===== src/rtl/cpc_pkg.sv =====
package cpc_pkg;
  // ----------------------------------------
  // register offsets
  // ----------------------------------------
  localparam logic [7:0] CPC_ADDR_CHAN_DIS  = 8'h1c;
  localparam logic [7:0] CPC_ADDR_BIPOLAR   = 8'h1d;
  localparam logic [7:0] CPC_ADDR_BCAST_SNAP = 8'h1e;
  localparam logic [7:0] CPC_ADDR_SNAP_STD  = 8'h00;
  localparam logic [7:0] CPC_ADDR_SNAP_VOLT = 8'h1f;
  // ----------------------------------------
  // result address range, shared by all channels, interleaved by address
  // ----------------------------------------
  localparam logic [7:0] CPC_ADDR_ACC_BASE   = 8'h03;
  localparam logic [7:0] CPC_ADDR_RES_LAST   = 8'h1a;
  localparam int         CPC_NUM_CHAN        = 4;
  // ----------------------------------------
  // field positions and reset values
  // ----------------------------------------
  localparam int         CPC_BIT_TIMEOUT     = 3;
  localparam int         CPC_BIT_BYTE_COUNT  = 2;
  localparam int         CPC_BIT_NO_SKIP     = 1;
  localparam logic [7:0] CPC_RST_CHAN_DIS    = 8'h00;
  localparam logic [7:0] CPC_RST_BIPOLAR     = 8'h00;
  localparam logic [7:0] CPC_FF_BYTE         = 8'hff;
  // ----------------------------------------
  // timing: host wait after snapshot
  // ----------------------------------------
  localparam int         CPC_CLK_MHZ         = 25;
  localparam int         CPC_SNAP_WAIT_US    = 1000;
  localparam int         CPC_SNAP_WAIT_CYC   = CPC_SNAP_WAIT_US * CPC_CLK_MHZ;
endpackage


===== src/rtl/cpc_top.sv =====
`timescale 1ns/1ps
module cpc_top
  import cpc_pkg::*;
#(
  parameter int NUM_CHAN = 4
) (
  input  wire logic       clock_in,
  input  wire logic       rst_n_in,
  input  wire logic       wr_en_in,
  input  wire logic [7:0] wr_addr_in,
  input  wire logic [7:0] wr_data_in,
  input  wire logic       cmd_en_in,
  input  wire logic [7:0] cmd_code_in,
  input  wire logic       ptr_load_in,
  input  wire logic       rd_step_in,
  input  wire logic [7:0] result_data_in,
  input  wire logic       scl_idle_pin_in,
  output logic [7:0]      rd_data_out,
  output logic [7:0]      ptr_out,
  output logic [3:0]      active_disable_out,
  output logic            timeout_en_out,
  output logic            timeout_check_out,
  output logic            byte_count_en_out,
  output logic            no_skip_out,
  output logic [3:0]      current_bipolar_en_out,
  output logic [3:0]      voltage_bipolar_en_out,
  output logic [3:0]      power_signed_out,
  output logic            snapshot_out,
  output logic            snapshot_reset_acc_out,
  output logic            data_ready_out
);
  typedef struct packed {
    logic [7:0]  chan_dis;
    logic [7:0]  bipolar;
    logic [3:0]  active_dis;
    logic [7:0]  rd_data;
    logic        snap;
    logic        snap_rst;
    logic [15:0] wait_cnt;
    logic        ready;
    logic        tmo_chk;
  } cpc_st_t;
  cpc_st_t    s_q;
  cpc_st_t    s_d;
  logic [7:0] ptr;
  logic       ptr_inact;
  logic       scl_idle;
  logic [7:0] fixed_one;
  // ----------------------------------------
  // reduced variants hold upper disables
  // ----------------------------------------
  // fixed disable bits
  assign fixed_one = (NUM_CHAN == 2) ? 8'h30 : (NUM_CHAN == 3) ? 8'h10 : 8'h00;
  cpc_sync u_sync (
    .clock_in (clock_in),
    .rst_n_in (rst_n_in),
    .d_in     (scl_idle_pin_in),
    .q_out    (scl_idle)
  );
  cpc_ptr u_ptr (
    .clock_in         (clock_in),
    .rst_n_in         (rst_n_in),
    .load_in          (ptr_load_in),
    .load_addr_in     (wr_addr_in),
    .step_in          (rd_step_in),
    .skip_en_in       (!s_q.chan_dis[CPC_BIT_NO_SKIP]),
    .inactive_in      (s_q.active_dis),
    .ptr_out          (ptr),
    .ptr_inactive_out (ptr_inact)
  );
  // ----------------------------------------
  // next state
  // ----------------------------------------
  always_comb begin
    logic is_snap;
    is_snap = 1'b0;
    s_d = s_q;
    s_d.snap     = 1'b0;
    s_d.snap_rst = 1'b0;
    // options and disables stored at once
    if (wr_en_in && wr_addr_in == CPC_ADDR_CHAN_DIS) begin
      s_d.chan_dis = (wr_data_in & 8'hfe) | fixed_one;
    end
    if (wr_en_in && wr_addr_in == CPC_ADDR_BIPOLAR) begin
      s_d.bipolar = wr_data_in;
    end
    if (cmd_en_in) begin
      is_snap = (cmd_code_in == CPC_ADDR_SNAP_STD) || (cmd_code_in == CPC_ADDR_SNAP_VOLT) ||
                (cmd_code_in == CPC_ADDR_BCAST_SNAP);
      s_d.snap_rst = (cmd_code_in != CPC_ADDR_SNAP_VOLT) && is_snap;
    end
    if (is_snap) begin
      s_d.active_dis = s_d.chan_dis[7:4];
      s_d.snap       = 1'b1;
      s_d.ready      = 1'b0;
      s_d.wait_cnt   = 16'(CPC_SNAP_WAIT_CYC - 1);
    end else if (!s_q.ready) begin
      if (s_q.wait_cnt == 16'h0000) begin
        s_d.ready = 1'b1;
      end else begin
        s_d.wait_cnt = s_q.wait_cnt - 16'h0001;
      end
    end
    if (ptr_inact && s_q.chan_dis[CPC_BIT_NO_SKIP]) begin
      s_d.rd_data = CPC_FF_BYTE;
    end else if (ptr == CPC_ADDR_CHAN_DIS) begin
      s_d.rd_data = s_q.chan_dis;
    end else if (ptr == CPC_ADDR_BIPOLAR) begin
      s_d.rd_data = s_q.bipolar;
    end else begin
      s_d.rd_data = result_data_in;
    end
    s_d.tmo_chk = s_q.chan_dis[CPC_BIT_TIMEOUT] && scl_idle;
  end
  // ----------------------------------------
  // state register
  // ----------------------------------------
  always_ff @(posedge clock_in) begin
    if (!rst_n_in) begin
      s_q            <= '0;
      s_q.chan_dis   <= CPC_RST_CHAN_DIS | fixed_one;
      s_q.active_dis <= fixed_one[7:4];
      s_q.bipolar    <= CPC_RST_BIPOLAR;
      s_q.ready      <= 1'b1;
    end else begin
      s_q <= s_d;
    end
  end
  // ----------------------------------------
  // outputs
  // ----------------------------------------
  assign rd_data_out            = s_q.rd_data;
  assign ptr_out                = ptr;
  assign active_disable_out     = s_q.active_dis;
  assign timeout_en_out         = s_q.chan_dis[CPC_BIT_TIMEOUT];
  assign timeout_check_out      = s_q.tmo_chk;
  assign byte_count_en_out      = s_q.chan_dis[CPC_BIT_BYTE_COUNT];
  assign no_skip_out            = s_q.chan_dis[CPC_BIT_NO_SKIP];
  assign current_bipolar_en_out = s_q.bipolar[7:4];
  assign voltage_bipolar_en_out = s_q.bipolar[3:0];
  assign power_signed_out       = s_q.bipolar[7:4] | s_q.bipolar[3:0];
  assign snapshot_out           = s_q.snap;
  assign snapshot_reset_acc_out = s_q.snap_rst;
  assign data_ready_out         = s_q.ready;
endmodule


===== src/rtl/cpc_sync.sv =====
`timescale 1ns/1ps
module cpc_sync (
  input  wire logic clock_in,
  input  wire logic rst_n_in,
  input  wire logic d_in,
  output logic      q_out
);
  typedef struct packed {
    logic [2:0] sh;
    logic       q;
  } cpc_sync_st_t;
  cpc_sync_st_t s_q;
  cpc_sync_st_t s_d;
  // first stage only feeds the second
  always_comb begin
    s_d    = s_q;
    s_d.sh = {s_q.sh[1:0], d_in};
    if (s_q.sh[2] == s_q.sh[1]) begin
      s_d.q = s_q.sh[2];
    end
  end
  always_ff @(posedge clock_in) begin
    if (!rst_n_in) begin
      s_q <= '0;
    end else begin
      s_q <= s_d;
    end
  end
  assign q_out = s_q.q;
endmodule


===== src/rtl/cpc_ptr.sv =====
`timescale 1ns/1ps
module cpc_ptr
  import cpc_pkg::*;
(
  input  wire logic       clock_in,
  input  wire logic       rst_n_in,
  input  wire logic       load_in,
  input  wire logic [7:0] load_addr_in,
  input  wire logic       step_in,
  input  wire logic       skip_en_in,
  input  wire logic [3:0] inactive_in,
  output logic [7:0]      ptr_out,
  output logic            ptr_inactive_out
);
  typedef struct packed {
    logic [7:0] ptr;
  } cpc_ptr_st_t;
  cpc_ptr_st_t s_q;
  cpc_ptr_st_t s_d;
  // channel that owns a result address, groups of four from the base
  function automatic logic owned_inactive(input logic [7:0] a, input logic [3:0] off);
    logic [7:0] rel;
    rel = a - CPC_ADDR_ACC_BASE;
    owned_inactive = (a >= CPC_ADDR_ACC_BASE) && (a <= CPC_ADDR_RES_LAST) && off[3 - rel[1:0]];
  endfunction
  always_comb begin
    logic [7:0] nxt;
    nxt = s_q.ptr;
    s_d = s_q;
    if (load_in) begin
      s_d.ptr = load_addr_in;
    end else if (step_in) begin
      nxt = s_q.ptr + 8'h01;
      for (int i = 0; i < CPC_NUM_CHAN; i++) begin
        if (skip_en_in && owned_inactive(nxt, inactive_in)) begin
          nxt = nxt + 8'h01;
        end
      end
      s_d.ptr = nxt;
    end
  end
  always_ff @(posedge clock_in) begin
    if (!rst_n_in) begin
      s_q <= '0;
    end else begin
      s_q <= s_d;
    end
  end
  assign ptr_out          = s_q.ptr;
  assign ptr_inactive_out = owned_inactive(s_q.ptr, inactive_in);
endmodule


===== config.mk =====
export PLATFORM = sky130hd
export DESIGN_NAME = cpc_top
export DESIGN_NICKNAME = d
export VERILOG_FILES = /design/src/rtl/cpc_pkg.sv /design/src/rtl/cpc_top.sv /design/src/rtl/cpc_sync.sv /design/src/rtl/cpc_ptr.sv
export SDC_FILE = /design/constraint.sdc
export NUM_CORES = 1
export LEC_CHECK = 0
export BUFFER_PORTS_ARGS = -buffer_cell sky130_fd_sc_hd__buf_2
export CELL_PAD_IN_SITES_DETAIL_PLACEMENT = 0
export CELL_PAD_IN_SITES_GLOBAL_PLACEMENT = 1
export CORE_ASPECT_RATIO = 0.75
export CORE_MARGIN = 10
export CORE_UTILIZATION = 42
export DETAILED_ROUTE_END_ITERATION = 8
export PLACE_DENSITY = 0.85
export SETUP_SLACK_MARGIN = 0.02
export SYNTH_ARGS = -nofsm -noshare
export SYNTH_HDL_FRONTEND = slang
export SYNTH_HIERARCHICAL = 1
export SYNTH_SLANG_ARGS = --single-unit
export TNS_END_PERCENT = 1

===== constraint.sdc =====
create_clock -name clock_in -period 7.8 [get_ports clock_in]
set_input_delay 0.78 -clock clock_in [delete_from_list [all_inputs] [get_ports clock_in]]
set_output_delay 0.78 -clock clock_in [all_outputs]
set_load 0.01 [all_outputs]

* After elaboration in Yosys (flattened, before gate mapping)
Index checks and enable logic that the tools add are counted.
** Word-level totals
- Bits in registers :: 59
- Bits of input ports :: 39
- Output and inout bits :: 39
- Logic and storage cells :: 120
** Operators by class
- $add $sub $neg :: 16
- Order comparisons :: 15
- Equal/unequal tests :: 10
- Muxes and demuxes :: 32
- Bitwise logic cells :: 4
- Reduce and logical (&&, ||, !) cells :: 29
** Operator list (count)
- 32-bit by 3-bit < comparator with 1-bit output, second input constant :: 5
- 8-bit two-way mux :: 16
- 8-bit by 5-bit equality test with 1-bit output, second input constant :: 6
- 8-bit by 1-bit adder with 8-bit output, second input constant :: 5
- 8-bit by 2-bit >= comparator with 1-bit output, second input constant :: 5
- 8-bit by 5-bit <= comparator with 1-bit output, second input constant :: 5
- 16-bit two-way mux :: 2
- 1-bit logical AND :: 19
- 16-bit logical NOT :: 1
- 16-bit by 1-bit subtractor with 16-bit output, second input constant :: 1
- 15-bit two-way mux :: 1
- 2-bit by 2-bit subtractor with 3-bit output, first input constant :: 5
- 1-bit binary-select mux with 2-bit select :: 5
- 2-bit subtractor, second input constant :: 5
- 8-bit logical NOT :: 1
- 1-bit two-way mux :: 8
- 8-bit by 5-bit != test with 1-bit output, second input constant :: 1
- 2-bit AND reduction :: 3
- 4-bit OR :: 1
- 1-bit inverter :: 3
- 1-bit logical OR :: 2
- 2-bit by 1-bit != test with 1-bit output, second input constant :: 1
- 2-bit != test, second input constant :: 1
- 2-bit nonzero test :: 1
- other kinds (3) :: 3

* Logic depth before layout (Yosys ltp)
Gate-level depths: netlist of the first run.
- Depth in word-level cells :: 37
- Mapped depth :: 33
- Mapped depth without buffers :: 30

* Modules after synthesis
Netlist of the first run, hierarchy kept.
** Modules (own cells, without submodules)
- cpc_top :: times used 1, cells an instance 254, area each 2303.5 sq um, sequential area each 940.9 sq um
- cpc_ptr :: times used 1, cells an instance 246, area each 1824.2 sq um, sequential area each 160.2 sq um
- cpc_sync :: times used 1, cells an instance 10, area each 116.4 sq um, sequential area each 80.1 sq um

* Least setup slack after synthesis of the first run
Ideal clock, no wire load.
- Kind :: flip-flop to flip-flop
- Start point :: register u_ptr.s_q, in the netlist u_ptr/ptr_out[0]
- End point :: register u_ptr.s_q, in the netlist u_ptr/ptr_out[1]
- Setup time :: 122 ps
- Arrival time :: 7008 ps
- Setup slack :: 670 ps
- Stages on the path, launching flop included :: 31
- Buffers on the path :: 3
- Clock period less this slack :: 7130 ps
- Cells stage by stage :: dfxtp_1 -> buf_4 -> inv_1 -> ha_1 -> buf_4 -> mux2i_1 -> mux2i_1 -> o41ai_4 -> nor4_1 -> nor2_1 -> ha_1 -> mux2_2 -> and3_1 -> o211ai_1 -> nor2_1 -> xnor2_1 -> ha_1 -> clkbuf_1 -> a221oi_1 -> a31oi_1 -> o41ai_4 -> o211ai_4 -> mux2_2 -> ha_1 -> mux2_2 -> nand2_1 -> nor2_1 -> nand2_1 -> o311ai_1 -> and3_1 -> a311o_1
** On the way
- Cells in the longest elaborated chain, start to end :: 37
- Elaborated cells between the ends (all ways) :: 53
- Classes of those cells :: 13 x add/sub; 8 x order compare; 20 x mux; 12 x reduce/logical
** Ends and longest elaborated chain
- from (decl) :: RTL line cpc_ptr.sv:18 : cpc_ptr_st_t s_q;
- from (signal assigned) :: RTL line cpc_ptr.sv:44 : s_q <= '0;
- from (signal assigned) :: RTL line cpc_ptr.sv:46 : s_q <= s_d;
- 8-bit by 1-bit adder with 8-bit output (*) :: RTL line cpc_ptr.sv:33 : nxt = s_q.ptr + 8'h01;
- 2-bit subtractor :: RTL line cpc_ptr.sv:23 : rel = a - CPC_ADDR_ACC_BASE;
- 2-bit by 2-bit subtractor with 3-bit output :: RTL line cpc_ptr.sv:24 : owned_inactive = (a >= CPC_ADDR_ACC_BASE) && (a <= CPC_ADDR_RES_LAST) && off[3 - rel[1:0]];
- 1-bit binary-select mux with 2-bit select :: RTL line cpc_ptr.sv:24
- 1-bit two-way mux (not written as such) :: RTL line cpc_ptr.sv:24
- 1-bit logical AND :: RTL line cpc_ptr.sv:24
- 1-bit logical AND :: RTL line cpc_ptr.sv:35 : if (skip_en_in && owned_inactive(nxt, inactive_in)) begin
- 8-bit two-way mux (*) :: RTL line cpc_ptr.sv:35
- (+21 left out)
- 2-bit by 2-bit subtractor with 3-bit output :: RTL line cpc_ptr.sv:24
- 1-bit binary-select mux with 2-bit select :: RTL line cpc_ptr.sv:24
- 1-bit two-way mux (not written as such) :: RTL line cpc_ptr.sv:24
- 1-bit logical AND :: RTL line cpc_ptr.sv:24
- 1-bit logical AND :: RTL line cpc_ptr.sv:35
- 8-bit two-way mux (*) :: RTL line cpc_ptr.sv:35
- 8-bit two-way mux (*) :: RTL line cpc_ptr.sv:32 : end else if (step_in) begin
- 8-bit two-way mux (*) :: RTL line cpc_ptr.sv:30 : if (load_in) begin
Every way passes the cells marked *; elsewhere a longest branch is shown, timed or not. The select of a mux whose other input is x is not followed.
A chain may end at the register's enable or synchronous reset.

* Worst setup path in the final report of the first run
Same ends and word-level chain as after synthesis.

==> qor.txt, run 1 <==
Number of buffers created by CTS - 9
Biggest area consumer among synthesized cells - dfxtp_1
HP Class - reg -> reg
Final Hold Vio Count - 0
Cell Area, Synth - 4240 um2
Worst r2r dst - u_ptr/ptr_out[1]
Crit path required time - 8.01 ns
Top post-synthesis cells by count - 59 x dfxtp_1, 51 x nor2_1, 31 x a21oi_1, 31 x mux2i_1, 30 x nand2_1
Startpoint Class - flop
Reg-to-reg startpoint - u_ptr/ptr_out[0]
Hold EP - u_sync/s_d[3]
Routability-driven placement congestion ratio - 0.879
M3 GR Usage - 4.34%
Root buf cell - clkbuf_16
Fmax - 0.136 GHz
Sw frac - 29.6%
Synth warnings - 6
Mapped Cells - 510
Arrival time worst endpoint - 7.56 ns
Final Cycle Share - 94.3%
Wire length of the first global-routing pass - 19.4 mm
Gr usage total - 16.1%
Synth area leaders - dfxtp_1 28%, mux2i_1 7.3%, nor2_1 4.5%
Fin nets - 619
Max-Cap Viols - 0
Worst-case hold slack - 0.422 ns
Worst Path Class, Setup - reg -> reg
Most frequent cell after synthesis - dfxtp_1
R2R cell count - 27
Worst vdd ir - 0.106 mV
Worst-margin pin slew - 0.994 ns
Synth Register Bits - 59
Layout Cells excl Fill - 706
Cells after DPL - 687
Antenna violations before repair - 0
N_diodes - 0
DRT antenna net count - 0
Initial core utilization - 43.4%
1st-pass router iterations - 7
GRT met1 Usage - 22.2%
Core area - 9770 um2
Synth unique cells - 89
Layout cells sized above 1 - 26.7%
Ys flop type - dfxtp_1
Pins over their slew limit - 0
Post-synth EDFFs - 0
DR DRC count - 0
Via count - 4095
FP Rows - 31
Internal Power - 0.621 mW
H-tree depth - 3
Cells on Worst Hold Path - 1
Pin count of the biggest net entering global routing - 37
Sequential share of power - 36.2%
Hold path startpoint - u_sync/s_d[2]
WL final - 12.0 mm
Clk_skew - 0.00560 ns
Fraction of registers with async set/reset - 0%
Clock tree sinks - 59
DR iter-0 viols - 302
Post-Syn Area per Cell - 8.32 um2
GRT overflow - 0
Clk slew on worst S/H paths - 0.05 ns
Die Y - 107 um
Critical path capture point type - flop
Gate power share - 22.2%
Die X - 136 um
Die ar. - 14600 um2
R2r setup slk - 0.44 ns
Total leakage power - 2.04 nW
I/O Buffers - 77
GRT Max-Usage Layer - met2
Max Root-Sink Buffers - 2
Final core occ - 50.7%
Pwr/cell area - 178 nW/um2
Finish-stage setup viols - 0
Syn nets - 560
Setup_tns - 0 ns
Share of the synthesized area in the top cell type - 27.8%
Unrepaired setup endpoints after global routing - false
Fill cells - 932
Status - completed
NetSw - 0.261 mW
Final min period - 7.36 ns
Met2 usage - 24.4%
Vias in the first global route - 3806
Routed len/inst - 17.0 um
DP HPWL - 9.14 mm
CTS tree - built
CP max FO - 11
Clock power share - 41.6%
Part of the Yosys area used for sequential elements - 27.8%
Slew headroom - 33.3%
Cts hold-fix bufs - 0
Vias per cell - 5.80
P&R area growth vs syn - 16.7%
Ports - 78
Clk Latency, worst-skew pair - 0.33 ns
## how the worst max path moves through the flow
stage	start	endpoint	slack, ns	cells after the start
2_1_floorplan	u_ptr/ptr_out[0]	u_ptr/ptr_out[1]	0.67	30
6_report	u_ptr/ptr_out[0]	u_ptr/ptr_out[1]	0.44	27
3_3_place_gp	u_ptr/ptr_out[2]	u_ptr/ptr_out[1]	0.46	26
3_5_place_dp	u_ptr/ptr_out[2]	u_ptr/ptr_out[1]	0.17	24
5_1_grt	u_ptr/ptr_out[0]	u_ptr/ptr_out[1]	0.03	28
4_1_cts	u_ptr/ptr_out[2]	u_ptr/ptr_out[1]	0.13	24
## layer usage
| layer | routed length (um) | vias to the layer above |
|---|---|---|
| met1 | 5850 | 1915 |
| li1 | - | 2020 |
| met3 | 704 | 17 |
| met5 | 0 | - |
| met2 | 5340 | 143 |
| met4 | 129 | 0 |
## power by group through the flow
stage	clock network [mW]	registers, mW	logic [mW]
detailed placement	0	0.325	0.187
global route	0.388	0.321	0.214
CTS	0.374	0.319	0.189
finish	0.367	0.320	0.196
floorplan	0	0.322	0.142
global placement	0	0.324	0.186
## cells in the final DEF, fill, tap and decap left out, drive strengths merged, types with 7 or more instances in the layout
master	netlist	routed
and3	9	9
and2	7	7
o31ai	7	7
or3	19	19
a31oi	14	14
a211oi	8	8
nand2	30	30
mux2	10	10
nor4	7	7
ha	11	11
mux2i	31	31
nor2	52	52
nor3	9	9
inv	15	15
a21oi	33	33
clkbuf	13	12
or2	9	9
dfxtp	59	59
o211ai	8	8
nand4	10	10
buf	27	88
o21ai	20	20
or4	12	12
nand3	13	13
## repair_timing
item                       in CTS  in global routing
gates resized for setup         0                 11
buffers inserted                0                  3
setup endpoints to repair       0                  5
## kinds of logic after synthesis
logic type | after synthesis | synth area share, %
buffers and inverters | 56 | 7.22
DFF | 59 | 27.8
adders and majority gates | 11 | 3.24
AOI/OAI and AO/OA | 129 | 22.4
and+or+nand+nor | 203 | 27.1
xor gates and xnor gates | 11 | 2.27
muxes | 41 | 9.96
## through the flow
step / worst slack (ns) / instance area, um2 / power, mW
2_1_floorplan: 0.670 / 4240 / 0.464
3_3_place_gp: 0.465 / 4610 / 0.511
3_5_place_dp: 0.171 / 4610 / 0.512
4_1_cts: 0.130 / 4890 / 0.882
5_1_grt: 0.0255 / 4950 / 0.923
6_report: 0.444 / 4950 / 0.882
## sequential cells by signal, summed over array words and instances, names as in the netlist
name / count
rd_data_out: 8
data_ready_out: 1
u_sync/q_out: 1
u_ptr/ptr_out: 8
voltage_bipolar_en_out: 4
timeout_en_out: 1
snapshot_reset_acc_out: 1
active_disable_out: 4
current_bipolar_en_out: 4
s_q: 20
u_sync/s_q: 1
u_sync/s_d: 2
no_skip_out: 1
byte_count_en_out: 1
timeout_check_out: 1
snapshot_out: 1
## layout make-up
cell class	count	area [um2]	share of cell area (%)
multi-input combinational	395	2790	56.4
sequential	59	1180	23.9
timing repair buffer	88	468	9.45
clock buffer	12	256	5.18
tap	132	165	3.33
inverter	16	60.1	1.21
clock inverter	4	25.0	0.505
## worst max-delay path, stage by stage (launching register included)
cell	delay (ns)
dfxtp_2	0.46
inv_1	0.09
ha_1	0.37
mux2i_1	0.17
mux2i_1	0.30
o41ai_4	0.21
o31a_1	0.34
nor2_1	0.21
ha_1	0.31
mux2i_1	0.14
a21oi_1	0.28
o211ai_1	0.25
or3b_2	0.53
nand2_1	0.18
ha_1	0.35
mux2i_1	0.17
and3_1	0.24
o41ai_4	0.43
o211ai_4	0.22
mux2_2	0.35
ha_1	0.33
mux2_2	0.34
nand2_1	0.15
nor2_1	0.07
nand2_1	0.08
o311ai_1	0.17
and3_1	0.23
a311o_1	0.26
No activity file was read; power rests on OpenSTA's default activity.
==> run 2, diff against run 1 <==
--- a/config.mk
+++ b/config.mk
@@ -13,6 +13,7 @@
 export CORE_UTILIZATION = 42
 export DETAILED_ROUTE_END_ITERATION = 8
 export PLACE_DENSITY = 0.85
+export REMOVE_ABC_BUFFERS = 1
 export SETUP_SLACK_MARGIN = 0.02
 export SYNTH_ARGS = -nofsm -noshare
 export SYNTH_HDL_FRONTEND = slang
==> qor.txt, run 2 (synthesis gave the netlist of run 1 again) <==
Status - completed
Routability-driven placement congestion ratio - 0.932
Pwr Total - 0.954 mW
Buf/Inv on CP - 0
GRT met1 Usage - 24.5%
Final min period - 7.33 ns
Gate power share - 20.8%
H-tree depth - 3
Clock tree sinks - 59
Sw frac - 28.9%
Root buf cell - clkbuf_16
Commonest non-fill, non-tap cell in the layout - buf_2
N_diodes - 0
Worst Path Class, Setup - reg -> reg
Ports - 78
Arrival time worst endpoint - 7.55 ns
HP Class - reg -> reg
Max reg flops - 20
Clk Latency, worst-skew pair - 0.33 ns
CP peak stage delay - 0.63 ns
Dpl cell area - 4640 um2
Core area - 9770 um2
CP delay by family, top - compound AO/OA/AOI/OAI gates
Cts hold-fix bufs - 0
1st-pass router iterations - 5
CP max FO - 10
Pwr/cell area - 190 nW/um2
Wire length of the first global-routing pass - 20.0 mm
Sequential share of power - 33.4%
Gr usage total - 16.7%
Slew headroom - 35.7%
Worst-margin pin slew - 0.958 ns
Total leakage power - 2.07 nW
Number of buffers created by CTS - 9
FP Rows - 31
Antenna violations before repair - 0
Max-Cap Viols - 0
Critical path capture point type - flop
I/O Buffers - 77
Startpoint Class - flop
Final core occ - 51.3%
Die ar. - 14600 um2
Crit path required time - 8.02 ns
Layout cells sized above 1 - 26.9%
Fin nets - 622
Die Y - 107 um
Final Hold Vio Count - 0
Slowest cell on crit path - o41ai_4
M3 GR Usage - 4.57%
Pin count of the biggest net entering global routing - 37
Vias per cell - 5.91
Worst vdd ir - 0.157 mV
GRT Max-Usage Layer - met1
Die X - 136 um
Vias in the first global route - 3725
Via count - 4187
GRT overflow - 0
Clock power share - 45.7%
Fill cells - 959
Most used cell, CP - ha_1
DP HPWL - 9.47 mm
CTS tree - built
Final Cycle Share - 93.9%
Max Root-Sink Buffers - 2
Internal Power - 0.678 mW
DR DRC count - 0
Fmax - 0.136 GHz
Worst-case hold slack - 0.433 ns
Final instance area - 5010 um2
Most frequent cells in the layout - 77 x buf_2, 56 x dfxtp_1, 51 x nor2_1
Clk_skew - 0.00491 ns
NetSw - 0.276 mW
Routed len/inst - 17.6 um
DR iter-0 viols - 442
Finish-stage setup viols - 0
Biggest register - s_q
Initial core utilization - 43.4%
DRT antenna net count - 0
P&R area growth vs syn - 18.1%
Pins over their slew limit - 0
Met2 usage - 23.4%
Clk slew on worst S/H paths - 0.06 ns
WL final - 12.5 mm
-- run 2: cell count changes in the layout (fill, tap and decap cells not counted), sizes merged --
| cell | previous run | this run |
|---|---|---|
| buf | 88 | 91 |
| bufinv | 0 | 2 |
| clkbuf | 12 | 10 |
-- run 2: area by class of cell --
| class | instances | area (um2) | area share [%] |
|---|---|---|---|
| Multi-Input combinational cell | 395 | 2780 | 55.5 |
| Sequential cell | 59 | 1180 | 23.6 |
| Timing Repair Buffer | 91 | 490 | 9.79 |
| Clock buffer | 10 | 239 | 4.77 |
| Tap cell | 132 | 165 | 3.30 |
| Clock inverter | 6 | 88.8 | 1.77 |
| Inverter | 16 | 60.1 | 1.20 |
-- run 2: final timing paths --
check | startpoint | end | slack [ns] | cells after the start
setup / recovery | u_ptr/ptr_out[0] | u_ptr/ptr_out[1] | 0.47 | 28
hold / removal | u_sync/s_d[2] | u_sync/s_d[3] | 0.43 | 1
setup reg to reg | u_ptr/ptr_out[0] | u_ptr/ptr_out[1] | 0.47 | 28
hold reg to reg | u_sync/s_d[2] | u_sync/s_d[3] | 0.43 | 1
-- run 2: timing repair --
item	in CTS	in global routing
gates resized for setup	0	7
setup endpoints to repair	0	5
setup buffers	0	2
-- run 2: power groups by stage --
stage          Clock (mW)  Sequential (mW)  Combinational, mW
3_3_place_gp            0            0.324              0.189
5_1_grt             0.456            0.320              0.217
2_1_floorplan           0            0.328              0.126
4_1_cts             0.443            0.318              0.191
3_5_place_dp            0            0.325              0.190
6_report            0.436            0.319              0.199
-- run 2: worst register-to-register path, delay by kind of cell (launching register included) --
kind / cells / cell delay (ns)
adders and majority gates: 4 / 1.35
xor gates and xnor gates: 2 / 0.57
DFF: 1 / 0.47
AOI/OAI and AO/OA: 8 / 1.95
muxes: 4 / 1.20
and+or+nand+nor: 10 / 1.68
-- run 2: metrics by stage --
step	cells	setup TNS [ns]	setup WS [ns]
floorplan	470	0	0.272
global placement	691	0	0.545
detailed placement	691	0	0.287
CTS	707	0	0.294
global route	709	-0.00931	-0.00931
finish	709	0	0.473
-- run 2: routing by layer --
| metal | part of all wire (%) | up-vias |
|---|---|---|
| li1 | - | 2028 |
| met1 | 49 | 1995 |
| met2 | 41 | 154 |
| met3 | 8.6 | 10 |
| met4 | 0.74 | 0 |
| met5 | 0 | - |
